[src/core/lcs_pkg.sv]
// shared constants, encodings and register map for the light-curtain indicator block
package lcs_pkg;

   // clock and time base
   localparam int CLK_HZ          = 10_000_000;
   localparam int CYC_PER_MS      = CLK_HZ / 1000;

   // operator reset switch hold window, ms
   localparam int RST_HOLD_MIN_MS = 250;
   localparam int RST_HOLD_MAX_MS = 2000;
   // exact multiples, so round-up and round-down agree
   localparam int RST_HOLD_MIN_CYC = RST_HOLD_MIN_MS * CYC_PER_MS;
   localparam int RST_HOLD_MAX_CYC = RST_HOLD_MAX_MS * CYC_PER_MS;

   // indicator timing, ms
   localparam int FLASH_SLOT_MS   = 125;
   localparam int LAMP_TEST_MS    = 2000;
   localparam int SCAN_SHOW_MS    = 2000;
   localparam int FLASH_SLOT_CYC  = FLASH_SLOT_MS * CYC_PER_MS;
   localparam int LAMP_TEST_CYC   = LAMP_TEST_MS * CYC_PER_MS;
   localparam int SCAN_SHOW_CYC   = SCAN_SHOW_MS * CYC_PER_MS;
   localparam int TIMER_W         = 25;

   // apb register byte offsets
   localparam logic [11:0] OFS_CTRL     = 12'h000;
   localparam logic [11:0] OFS_STATUS   = 12'h004;
   localparam logic [11:0] OFS_INT_STAT = 12'h008;
   localparam logic [11:0] OFS_INT_MASK = 12'h00C;

   // control register fields
   localparam int CTRL_LATCH_BIT   = 0;
   localparam int CTRL_EDM_ONE_BIT = 1;
   localparam int CTRL_RR_BIT      = 2;
   localparam int CTRL_SCAN_LSB    = 4;
   localparam int CTRL_SCAN_W      = 3;
   localparam int CTRL_DEFAULT_BIT = 8;

   // configuration defaults
   localparam logic       CTRL_LATCH_RST   = 1'b0;
   localparam logic       CTRL_EDM_ONE_RST = 1'b0;
   localparam logic       CTRL_RR_RST      = 1'b0;
   localparam logic [2:0] CTRL_SCAN_RST    = 3'h1;

   // status register fields
   localparam int STAT_IND_LSB     = 0;
   localparam int STAT_LATCHED_BIT = 4;
   localparam int STAT_LOCKOUT_BIT = 5;
   localparam int STAT_OUT_BIT     = 6;
   localparam int STAT_COUNT_LSB   = 8;

   // interrupt bits
   localparam int INT_W           = 4;
   localparam int INT_LOCKOUT_BIT = 0;
   localparam int INT_BLOCK_BIT   = 1;
   localparam int INT_RESET_BIT   = 2;
   localparam int INT_TEST_BIT    = 3;

   // power-up phases
   typedef enum logic [1:0] {
      PH_LAMP = 2'b00,
      PH_SCAN = 2'b01,
      PH_RUN  = 2'b10
   } lcs_phase_t;

   // active indication, also the display mode
   typedef enum logic [2:0] {
      IND_LAMP    = 3'b000,
      IND_SCAN    = 3'b001,
      IND_LOCKOUT = 3'b010,
      IND_TEST    = 3'b011,
      IND_SYNC    = 3'b100,
      IND_LATCH   = 3'b101,
      IND_BLOCKED = 3'b110,
      IND_CLEAR   = 3'b111
   } lcs_ind_t;

endpackage : lcs_pkg

[src/core/lcs_reset_qual.sv]
// operator reset switch qualifier: hold-time window check
`timescale 1ns/1ps
`default_nettype none
module lcs_reset_qual
   import lcs_pkg::*;
#(
   parameter int MIN_CYC = RST_HOLD_MIN_CYC,
   parameter int MAX_CYC = RST_HOLD_MAX_CYC
) (
   // clock and reset
   input  wire logic clk_i,
   input  wire logic reset_n_i,
   // synchronised switch level
   input  wire logic switch_i,
   // one-cycle valid reset
   output var  logic valid_o
);

   logic [TIMER_W-1:0] hold_cnt;
   logic               switch_d;
   wire  logic         released = switch_d & ~switch_i;
   wire  logic         saturated = (hold_cnt > TIMER_W'(MAX_CYC));

   // count held cycles; saturate past the window so a long press never qualifies
   always_ff @(posedge clk_i) begin
      if (!reset_n_i) begin
         hold_cnt <= '0;
         switch_d <= 1'b0;
         valid_o  <= 1'b0;
      end else begin
         switch_d <= switch_i;
         valid_o  <= released && (hold_cnt >= TIMER_W'(MIN_CYC)) && !saturated;
         if (!switch_i)
            hold_cnt <= '0;
         else if (!saturated)
            hold_cnt <= hold_cnt + 1'b1;
      end
   end

endmodule : lcs_reset_qual
`default_nettype wire

[src/core/lcs_curtain.sv]
// light-curtain indicator, latch and safety output logic with apb registers
//
// The implementer's own choices: the placing of the registers and the APB register port.
`timescale 1ns/1ps
`default_nettype none
module lcs_curtain
   import lcs_pkg::*;
#(
   parameter int BEAMS       = 10,
   parameter int ZONES       = 8,
   parameter int RST_MIN_CYC = RST_HOLD_MIN_CYC,
   parameter int RST_MAX_CYC = RST_HOLD_MAX_CYC,
   parameter int FLASH_CYC   = FLASH_SLOT_CYC,
   parameter int LAMP_CYC    = LAMP_TEST_CYC,
   parameter int SCAN_CYC    = SCAN_SHOW_CYC
) (
   // clock and reset
   input  wire logic             clk_i,
   input  wire logic             reset_n_i,
   // apb slave
   input  wire logic             psel_i,
   input  wire logic             penable_i,
   input  wire logic             pwrite_i,
   input  wire logic [11:0]      paddr_i,
   input  wire logic [31:0]      pwdata_i,
   output var  logic [31:0]      prdata_o,
   output logic                  pready_o,
   output logic                  pslverr_o,
   // asynchronous field inputs
   input  wire logic [BEAMS-1:0] beam_blocked_i,
   input  wire logic             reset_switch_i,
   input  wire logic             test_input_open_i,
   input  wire logic             fault_i,
   // interrupt
   output logic                  irq_o,
   // guarded machine
   output var  logic [1:0]       safety_switching_output_o,
   // receiver indicators
   output var  logic             rx_status_red_o,
   output var  logic             rx_status_green_o,
   output var  logic             rx_reset_amber_o,
   output var  logic [ZONES-1:0] zone_red_o,
   output var  logic [ZONES-1:0] zone_green_o,
   output var  logic [2:0]       display_mode_o,
   output var  logic [7:0]       display_value_o,
   // emitter indicators
   output var  logic             tx_status_red_o,
   output var  logic             tx_status_green_o
);

   localparam int SYNC_W = BEAMS + 3;

   // two-stage synchronisers for every field input
   logic [SYNC_W-1:0] sync_a;
   logic [SYNC_W-1:0] sync_b;
   always_ff @(posedge clk_i) begin
      if (!reset_n_i) begin
         sync_a <= '0;
         sync_b <= '0;
      end else begin
         sync_a <= {fault_i, test_input_open_i, reset_switch_i, beam_blocked_i};
         sync_b <= sync_a;
      end
   end
   wire logic [BEAMS-1:0] beam_s   = sync_b[BEAMS-1:0];
   wire logic             switch_s = sync_b[BEAMS];
   wire logic             test_s   = sync_b[BEAMS+1];
   wire logic             fault_s  = sync_b[BEAMS+2];

   // operator reset qualification
   logic valid_reset;
   lcs_reset_qual #(
      .MIN_CYC (RST_MIN_CYC),
      .MAX_CYC (RST_MAX_CYC)
   ) u_reset_qual (
      .clk_i     (clk_i),
      .reset_n_i (reset_n_i),
      .switch_i  (switch_s),
      .valid_o   (valid_reset)
   );

   // configuration register
   logic       cfg_latch;
   logic       cfg_edm_one;
   logic       cfg_rr;
   logic [2:0] cfg_scan;
   logic [INT_W-1:0] int_stat;
   logic [INT_W-1:0] int_mask;

   // apb decode; zero wait states, unmapped offsets answer with pslverr
   wire logic hit_ctrl  = (paddr_i == OFS_CTRL);
   wire logic hit_stat  = (paddr_i == OFS_STATUS);
   wire logic hit_istat = (paddr_i == OFS_INT_STAT);
   wire logic hit_imask = (paddr_i == OFS_INT_MASK);
   wire logic hit_any   = hit_ctrl | hit_stat | hit_istat | hit_imask;
   wire logic access    = psel_i & penable_i;
   wire logic wr_ctrl   = access & pwrite_i & hit_ctrl;
   wire logic wr_istat  = access & pwrite_i & hit_istat;
   wire logic wr_imask  = access & pwrite_i & hit_imask;
   wire logic cfg_dflt  = wr_ctrl & pwdata_i[CTRL_DEFAULT_BIT];
   assign pready_o  = 1'b1;
   assign pslverr_o = access & ~hit_any;

   // defaults at reset and on the restore-defaults command
   always_ff @(posedge clk_i) begin
      if (!reset_n_i || cfg_dflt) begin
         cfg_latch   <= CTRL_LATCH_RST;
         cfg_edm_one <= CTRL_EDM_ONE_RST;
         cfg_rr      <= CTRL_RR_RST;
         cfg_scan    <= CTRL_SCAN_RST;
      end else if (wr_ctrl) begin
         cfg_latch   <= pwdata_i[CTRL_LATCH_BIT];
         cfg_edm_one <= pwdata_i[CTRL_EDM_ONE_BIT];
         cfg_rr      <= pwdata_i[CTRL_RR_BIT];
         cfg_scan    <= pwdata_i[CTRL_SCAN_LSB +: CTRL_SCAN_W];
      end
   end

   // flash slot timer, shared by every blinking lamp
   logic [TIMER_W-1:0] slot_cnt;
   logic [2:0]         slot;
   wire  logic         slot_end = (slot_cnt == TIMER_W'(FLASH_CYC - 1));
   always_ff @(posedge clk_i) begin
      if (!reset_n_i) begin
         slot_cnt <= '0;
         slot     <= 3'h0;
      end else begin
         slot_cnt <= slot_end ? '0 : slot_cnt + 1'b1;
         if (slot_end)
            slot <= slot + 3'h1;
      end
   end
   wire logic blink  = slot[0];
   wire logic single = (slot[2:1] == 2'b00);
   wire logic double = (slot == 3'h0) | (slot == 3'h2);

   // power-up sequence: lamp test, then scan code, then run
   lcs_phase_t         phase;
   logic [TIMER_W-1:0] ph_cnt;
   wire  logic lamp_done = (phase == PH_LAMP) && (ph_cnt == TIMER_W'(LAMP_CYC - 1));
   wire  logic scan_done = (phase == PH_SCAN) && (ph_cnt == TIMER_W'(SCAN_CYC - 1));
   always_ff @(posedge clk_i) begin
      if (!reset_n_i) begin
         phase  <= PH_LAMP;
         ph_cnt <= '0;
      end else begin
         case (phase)
            PH_LAMP: begin
               ph_cnt <= lamp_done ? '0 : ph_cnt + 1'b1;
               if (lamp_done)
                  phase <= PH_SCAN;
            end
            PH_SCAN: begin
               ph_cnt <= scan_done ? '0 : ph_cnt + 1'b1;
               if (scan_done)
                  phase <= PH_RUN;
            end
            default: begin
               ph_cnt <= '0;
               phase  <= PH_RUN;
            end
         endcase
      end
   end
   wire logic running = (phase == PH_RUN);

   // beam analysis: zone occupancy and blocked count
   function automatic logic [7:0] count_ones(input logic [BEAMS-1:0] v);
      logic [7:0] n;
      n = 8'h00;
      for (int b = 0; b < BEAMS; b++)
         n = n + {7'h00, v[b]};
      return n;
   endfunction

   logic [ZONES-1:0] zone_blk;
   for (genvar z = 0; z < ZONES; z++) begin : g_zone
      always_comb begin
         zone_blk[z] = 1'b0;
         for (int b = 0; b < BEAMS; b++)
            if ((b * ZONES) / BEAMS == z)
               zone_blk[z] = zone_blk[z] | beam_s[b];
      end
   end
   wire logic       any_blk   = |beam_s;
   wire logic       sync_blk  = beam_s[0];
   wire logic [7:0] blk_count = count_ones(beam_s);

   // lockout and latch state
   logic lockout;
   logic latched;
   always_ff @(posedge clk_i) begin
      if (!reset_n_i) begin
         lockout <= 1'b0;
         latched <= 1'b1;
      end else begin
         if (fault_s)
            lockout <= 1'b1;
         else if (valid_reset)
            lockout <= 1'b0;
         // a beam break sets the latch; a reset only clears it when all clear
         if (any_blk || lockout || test_s)
            latched <= 1'b1;
         else if (valid_reset && running)
            latched <= 1'b0;
      end
   end

   // indication priority, power-up phases first, then lockout
   wire lcs_ind_t ind =
        (phase == PH_LAMP)          ? IND_LAMP    :
        (phase == PH_SCAN)          ? IND_SCAN    :
        lockout                     ? IND_LOCKOUT :
        test_s                      ? IND_TEST    :
        sync_blk                    ? IND_SYNC    :
        any_blk                     ? IND_BLOCKED :
        (cfg_latch && latched)      ? IND_LATCH   :
                                      IND_CLEAR;

   wire logic next_out = running && !lockout && !test_s && !any_blk
                         && (!cfg_latch || !latched);

   // next indicator values for the receiver
   logic             next_red;
   logic             next_green;
   logic             next_amber;
   logic [ZONES-1:0] next_zr;
   logic [ZONES-1:0] next_zg;
   logic [7:0]       next_value;
   always_comb begin
      next_red   = 1'b0;
      next_green = 1'b0;
      next_amber = 1'b0;
      next_zr    = '0;
      next_zg    = '0;
      next_value = 8'h00;
      case (ind)
         IND_LAMP: begin
            next_red   = blink;
            next_green = ~blink;
            next_amber = blink;
            next_zr    = {ZONES{blink}};
            next_zg    = {ZONES{~blink}};
            next_value = 8'hFF;
         end
         IND_SCAN: next_value = {5'h00, cfg_scan};
         IND_LOCKOUT: next_red = single;
         IND_TEST: begin
            next_red   = 1'b1;
            next_zr    = {ZONES{1'b1}};
            next_value = 8'(BEAMS - 1);
            if (BEAMS == 10) begin
               next_zr[0] = 1'b0;
               next_zg[0] = 1'b1;
            end
         end
         IND_SYNC: begin
            next_red   = 1'b1;
            next_zr[0] = 1'b1;
         end
         IND_BLOCKED: begin
            next_red   = 1'b1;
            next_amber = 1'b1;
            next_zr    = zone_blk;
            next_zg    = ~zone_blk;
            next_value = blk_count;
         end
         IND_LATCH: begin
            next_red   = 1'b1;
            next_amber = double;
            next_zg    = {ZONES{1'b1}};
         end
         default: begin
            next_green = cfg_rr ? blink : 1'b1;
            next_amber = 1'b1;
            next_zg    = {ZONES{1'b1}};
         end
      endcase
   end

   // emitter status lamp
   wire logic next_tx_red   = (phase == PH_LAMP) ? blink : (lockout & single);
   wire logic next_tx_green = (phase == PH_LAMP) ? ~blink :
                              lockout ? 1'b0 : test_s ? blink : 1'b1;

   // all lamp, display and output drivers come from flops
   always_ff @(posedge clk_i) begin
      if (!reset_n_i) begin
         rx_status_red_o           <= 1'b0;
         rx_status_green_o         <= 1'b0;
         rx_reset_amber_o          <= 1'b0;
         zone_red_o                <= '0;
         zone_green_o              <= '0;
         display_mode_o            <= IND_LAMP;
         display_value_o           <= 8'h00;
         tx_status_red_o           <= 1'b0;
         tx_status_green_o         <= 1'b0;
         safety_switching_output_o <= 2'b00;
      end else begin
         rx_status_red_o           <= next_red;
         rx_status_green_o         <= next_green;
         rx_reset_amber_o          <= next_amber;
         zone_red_o                <= next_zr;
         zone_green_o              <= next_zg;
         display_mode_o            <= ind;
         display_value_o           <= next_value;
         tx_status_red_o           <= next_tx_red;
         tx_status_green_o         <= next_tx_green;
         safety_switching_output_o <= {2{next_out}};
      end
   end

   // interrupt events
   logic ind_blk_d;
   logic lockout_d;
   logic test_d;
   always_ff @(posedge clk_i) begin
      if (!reset_n_i) begin
         ind_blk_d <= 1'b0;
         lockout_d <= 1'b0;
         test_d    <= 1'b0;
      end else begin
         ind_blk_d <= any_blk;
         lockout_d <= lockout;
         test_d    <= test_s;
      end
   end
   logic [INT_W-1:0] int_evt;
   always_comb begin
      int_evt                  = '0;
      int_evt[INT_LOCKOUT_BIT] = lockout & ~lockout_d;
      int_evt[INT_BLOCK_BIT]   = any_blk & ~ind_blk_d & running;
      int_evt[INT_RESET_BIT]   = valid_reset;
      int_evt[INT_TEST_BIT]    = test_s & ~test_d;
   end

   // sticky status, write one to clear; a new event beats the clear
   wire logic [INT_W-1:0] w1c = wr_istat ? pwdata_i[INT_W-1:0] : '0;
   always_ff @(posedge clk_i) begin
      if (!reset_n_i) begin
         int_stat <= '0;
         int_mask <= '0;
      end else begin
         int_stat <= (int_stat & ~w1c) | int_evt;
         if (wr_imask)
            int_mask <= pwdata_i[INT_W-1:0];
      end
   end
   assign irq_o = |(int_stat & int_mask);

   // read data captured in the setup cycle, stable through the access phase
   logic [31:0] rd_mux;
   always_comb begin
      rd_mux = 32'h0000_0000;
      if (hit_ctrl) begin
         rd_mux[CTRL_LATCH_BIT]                 = cfg_latch;
         rd_mux[CTRL_EDM_ONE_BIT]               = cfg_edm_one;
         rd_mux[CTRL_RR_BIT]                    = cfg_rr;
         rd_mux[CTRL_SCAN_LSB +: CTRL_SCAN_W]   = cfg_scan;
      end else if (hit_stat) begin
         rd_mux[STAT_IND_LSB +: 3]              = ind;
         rd_mux[STAT_LATCHED_BIT]               = latched;
         rd_mux[STAT_LOCKOUT_BIT]               = lockout;
         rd_mux[STAT_OUT_BIT]                   = safety_switching_output_o[0];
         rd_mux[STAT_COUNT_LSB +: 8]            = blk_count;
      end else if (hit_istat) begin
         rd_mux[INT_W-1:0]                      = int_stat;
      end else if (hit_imask) begin
         rd_mux[INT_W-1:0]                      = int_mask;
      end
   end
   always_ff @(posedge clk_i) begin
      if (!reset_n_i)
         prdata_o <= 32'h0000_0000;
      else if (psel_i && !penable_i)
         prdata_o <= rd_mux;
   end

endmodule : lcs_curtain
`default_nettype wire

[config.mk]
export PLATFORM = sky130hd
export DESIGN_NAME = lcs_curtain
export DESIGN_NICKNAME = d
export VERILOG_FILES = /design/src/core/lcs_pkg.sv /design/src/core/lcs_reset_qual.sv /design/src/core/lcs_curtain.sv
export SDC_FILE = /design/constraint.sdc
export NUM_CORES = 1
export LEC_CHECK = 0
export ABC_AREA = 0
export ABC_CLOCK_PERIOD_IN_PS = 3300
export BUFFER_PORTS_ARGS = -buffer_cell sky130_fd_sc_hd__buf_2
export CAP_MARGIN = 20
export CORE_MARGIN = 5
export CORE_UTILIZATION = 49
export CTS_BUF_LIST = sky130_fd_sc_hd__clkbuf_2
export DETAILED_ROUTE_END_ITERATION = 10
export PLACE_DENSITY = 0.74
export SYNTH_ARGS = -nofsm -noshare
export SYNTH_HDL_FRONTEND = slang
export SYNTH_SLANG_ARGS = --single-unit
export TNS_END_PERCENT = 1
[constraint.sdc]
create_clock -name clk_i -period 3.3 [get_ports clk_i]
set_clock_uncertainty 0.15 [all_clocks]
set_input_delay 0.66 -clock clk_i [delete_from_list [all_inputs] [get_ports clk_i]]
set_output_delay 0.66 -clock clk_i [all_outputs]
set_load 0.005 [all_outputs]
==> results_dict.tcl <==
set metrics [dict create \
    hpwl_um 10740 \
    track_usage 0.1744 \
    cts_num_sinks 168 \
    fin_crit_sh 0.9547 \
    start_util 0.5049 \
    portBuffers 84 \
    arrival_ns 3.63 \
    synth-seq-area-share 0.4549 \
    grt_remaining_overflow 0 \
    gp_congestion 0.8496 \
    drive_above_1_share 0.1540 \
    endpoint "prdata_o[10]" \
    synth_warnings 0 \
    pwr-share-seq 0.577 \
    worstSetupStartpointType "flop" \
    max_freq_mhz 317.4 \
    finalSetupTns_ns 0 \
    rows 44 \
    cp-end-kind "flop" \
    slew_viol_final 0 \
    grt_first_pass_wirelength_um 25960 \
    yosysTopAreaCell "dfxtp_1" \
    p_leak_nw 3.152 \
    clockBufferDepth 2 \
    wire_per_inst_um 13.56 \
    area_growth_pct 12.95 \
    finalHoldViolCount 0 \
    hold_path_class "in2reg" \
    final_antenna_net_count 0 \
    worst_pin_slew_ns 0.7651 \
    fin_nets 1013 \
    ir_worst_vdd_mv 0.4007 \
    grt_max_degree 52 \
    num_io_pins 131 \
    power_density_nw_per_um2 434.5 \
    synth_top_area_frac 0.4549 \
    antenna_found_initial 0 \
    cts_root_buffer "clkbuf_2" \
    rsz0062_at_grt "no" \
    synthTopCellsByArea "dfxtp_1 (45%), nor2_1 (5.8%), a21oi_1 (4.3%)" \
    period_needed_ns 3.151 \
    critical_path_class "reg2reg" \
    cts-htree-levels 4 \
    dp.cells 1081 \
    final_cells 1132 \
    r2r-end "prdata_o[10]" \
    hold_depth 3 \
    synth_edf_count 0 \
    antenna_cells 0 \
    r2r_slack_ns 0.15 \
    power.switching_mw 0.8704 \
    netlist_instances 847 \
    dieWidth_um 132.8 \
    relSlewSlack 0.4852 \
    ys.flop_type "dfxtp_1" \
    maxCapViolCount 0 \
    wirelength_um 15350 \
    clk_pin_slew_ns 0.24 \
    startpoint "sync_b[0]" \
    die_h_um 132.8 \
    vias_per_cell 5.199 \
    syn-cell-area_um2 7393 \
    vias 5885 \
    cts_tree "yes" \
    grt_pass1_vias 5495 \
    yosysMostFrequentCell "dfxtp_1" \
    crit_required_ns 3.78 \
    die-area_um2 17650 \
    core_um2 14640 \
    intPower_mw 2.758 \
    synthArstFlopShare 0 \
    ys_types 58 \
    clkPwrFrac 0.368 \
    drc 0 \
    synth_seq_cells 168 \
    setup_violations 0 \
    r2r_cells 10 \
    post_cts_buffers 0 \
    cts_buffers 17 \
    firstDrtPassIters 5 \
    worstSkewPairLatency_ns 0.72 \
    swShare 0.2399 \
    syn_area_per_cell_um2 8.729 \
    first_iter_violations 403 \
    crit-reg2reg-launch "sync_b[0]" \
    cp_max_fo 3 \
    status "complete, no violations" \
    synth_commonest_cells "dfxtp_1 (168), nor2_1 (114), a21oi_1 (63)" \
    p_comb_frac 0.055 \
]
==> metrics by stage <==
| step | power, mW | utilization | cell area (µm²) | hold WS [ns] | setup slack (ns) |
|---|---|---|---|---|---|
| final | 3.628 | 0.5702 | 8351 | 0.09657 | 0.1495 |
| after global routing | 3.783 | 0.5702 | 8351 | 0.02271 | 0.02554 |
| after CTS | 3.668 | 0.5690 | 8333 | 0.02027 | 0.01456 |
| after detailed placement | 2.309 | 0.5339 | 7819 | 0.2712 | 0.08914 |
| after global placement | 2.306 | 0.5339 | 7819 | 0.2633 | 0.09890 |
| after floorplan | 2.262 | - | 7468 | 0.2619 | 0.1960 |
==> per-layer routing <==
metal  vias to the layer above  global-route usage  part of all wire
li1                       3020                   -                 -
met1                      2729              0.2376              0.48
met2                       121              0.2720              0.45
met3                        15             0.04442             0.051
met4                         0             0.05543             0.012
met5                         -                   0                 0
==> repair_timing <==
action                                 CTS  global route
hold buffers                            19             0
pin swaps                                0             1
gates cloned                             0             0
setup endpoints to repair                1             2
resized for setup                        1             4
endpoints found under the hold margin   23             0
==> power by group through the flow <==
stage	registers, mW	clock network [mW]	logic, mW
final	2.09	1.34	0.198
after detailed placement	2.13	0	0.178
after global routing	2.10	1.46	0.226
after global placement	2.13	0	0.176
after CTS	2.09	1.38	0.196
after floorplan	2.13	0	0.137
==> worst min path at each step <==
stage | start | endpoint | slack [ns]
floorplan | sync_a[0] | sync_b[0] | 0.26
global placement | sync_a[10] | sync_b[10] | 0.26
detailed placement | sync_a[3] | sync_b[3] | 0.27
CTS | pwdata_i[8] | cfg_rr | 0.02
global route | pwdata_i[8] | cfg_edm_one | 0.02
finish | pwdata_i[8] | cfg_rr | 0.1
==> cells in the final DEF (no fill, tap or decap), types with 6 or more instances in the layout <==
cell type and n:
a21oi_1 63, a22oi_1 6, and2_1 34, and3_1 14, and4_1 6, buf_2 84
buf_4 8, clkbuf_2 17, conb_1 22, dfxtp_1 166, dlygate4sd3_1 19, ha_1 10
inv_1 34, mux2i_1 8, nand2_1 51, nand2b_1 10, nand3_1 33, nand4_1 13
nor2_1 114, nor2b_1 6, nor3_1 28, nor4_1 8, o21a_1 7, o21ai_0 27
o31ai_1 8, or3_1 16, or4_1 7, xnor2_1 30, xor2_1 20
==> state kept, by name, indices dropped and copies added, names as in the netlist, 2 cells and up <==
signal and count:
zone_red_o 8, display_mode_o 3, sync_a 13, sync_b 13
ph_cnt 25, prdata_o 11, slot_cnt 25, zone_green_o 8
slot 3, cfg_scan 3, phase 2, int_mask 4
int_stat 4, u_reset_qual.hold_cnt 25, display_value_o 5
==> layout make-up <==
class,instances,area (µm²)
fill,1340,6294
clock buffer,17,85.08
tap,184,230.2
inverter,35,131.4
clock inverter,15,237.7
timing repair buffer,111,670.6
sequential,168,3366
multi-input combinational,602,3630
==> critical path: stages, from the launching register on <==
cell and delay, ns:
dfxtp_2 0.39, fa_1 0.53, inv_1 0.06, fa_1 0.46
fa_1 0.48, inv_1 0.04, ha_1 0.19, fa_2 0.36
xor2_2 0.19, a2bb2oi_2 0.16, nor2_1 0.06
==> cells by family after synthesis <==
family,share of synthesized area
and+or+nand+nor,0.2471
buffers and inverters,0.06651
muxes,0.01692
adders and majority gates,0.03317
AOI/OAI and AO/OA,0.1200
other,0.001016
DFF,0.4549
xor gates and xnor gates,0.06042
No activity file was read; power rests on OpenSTA's default activity.
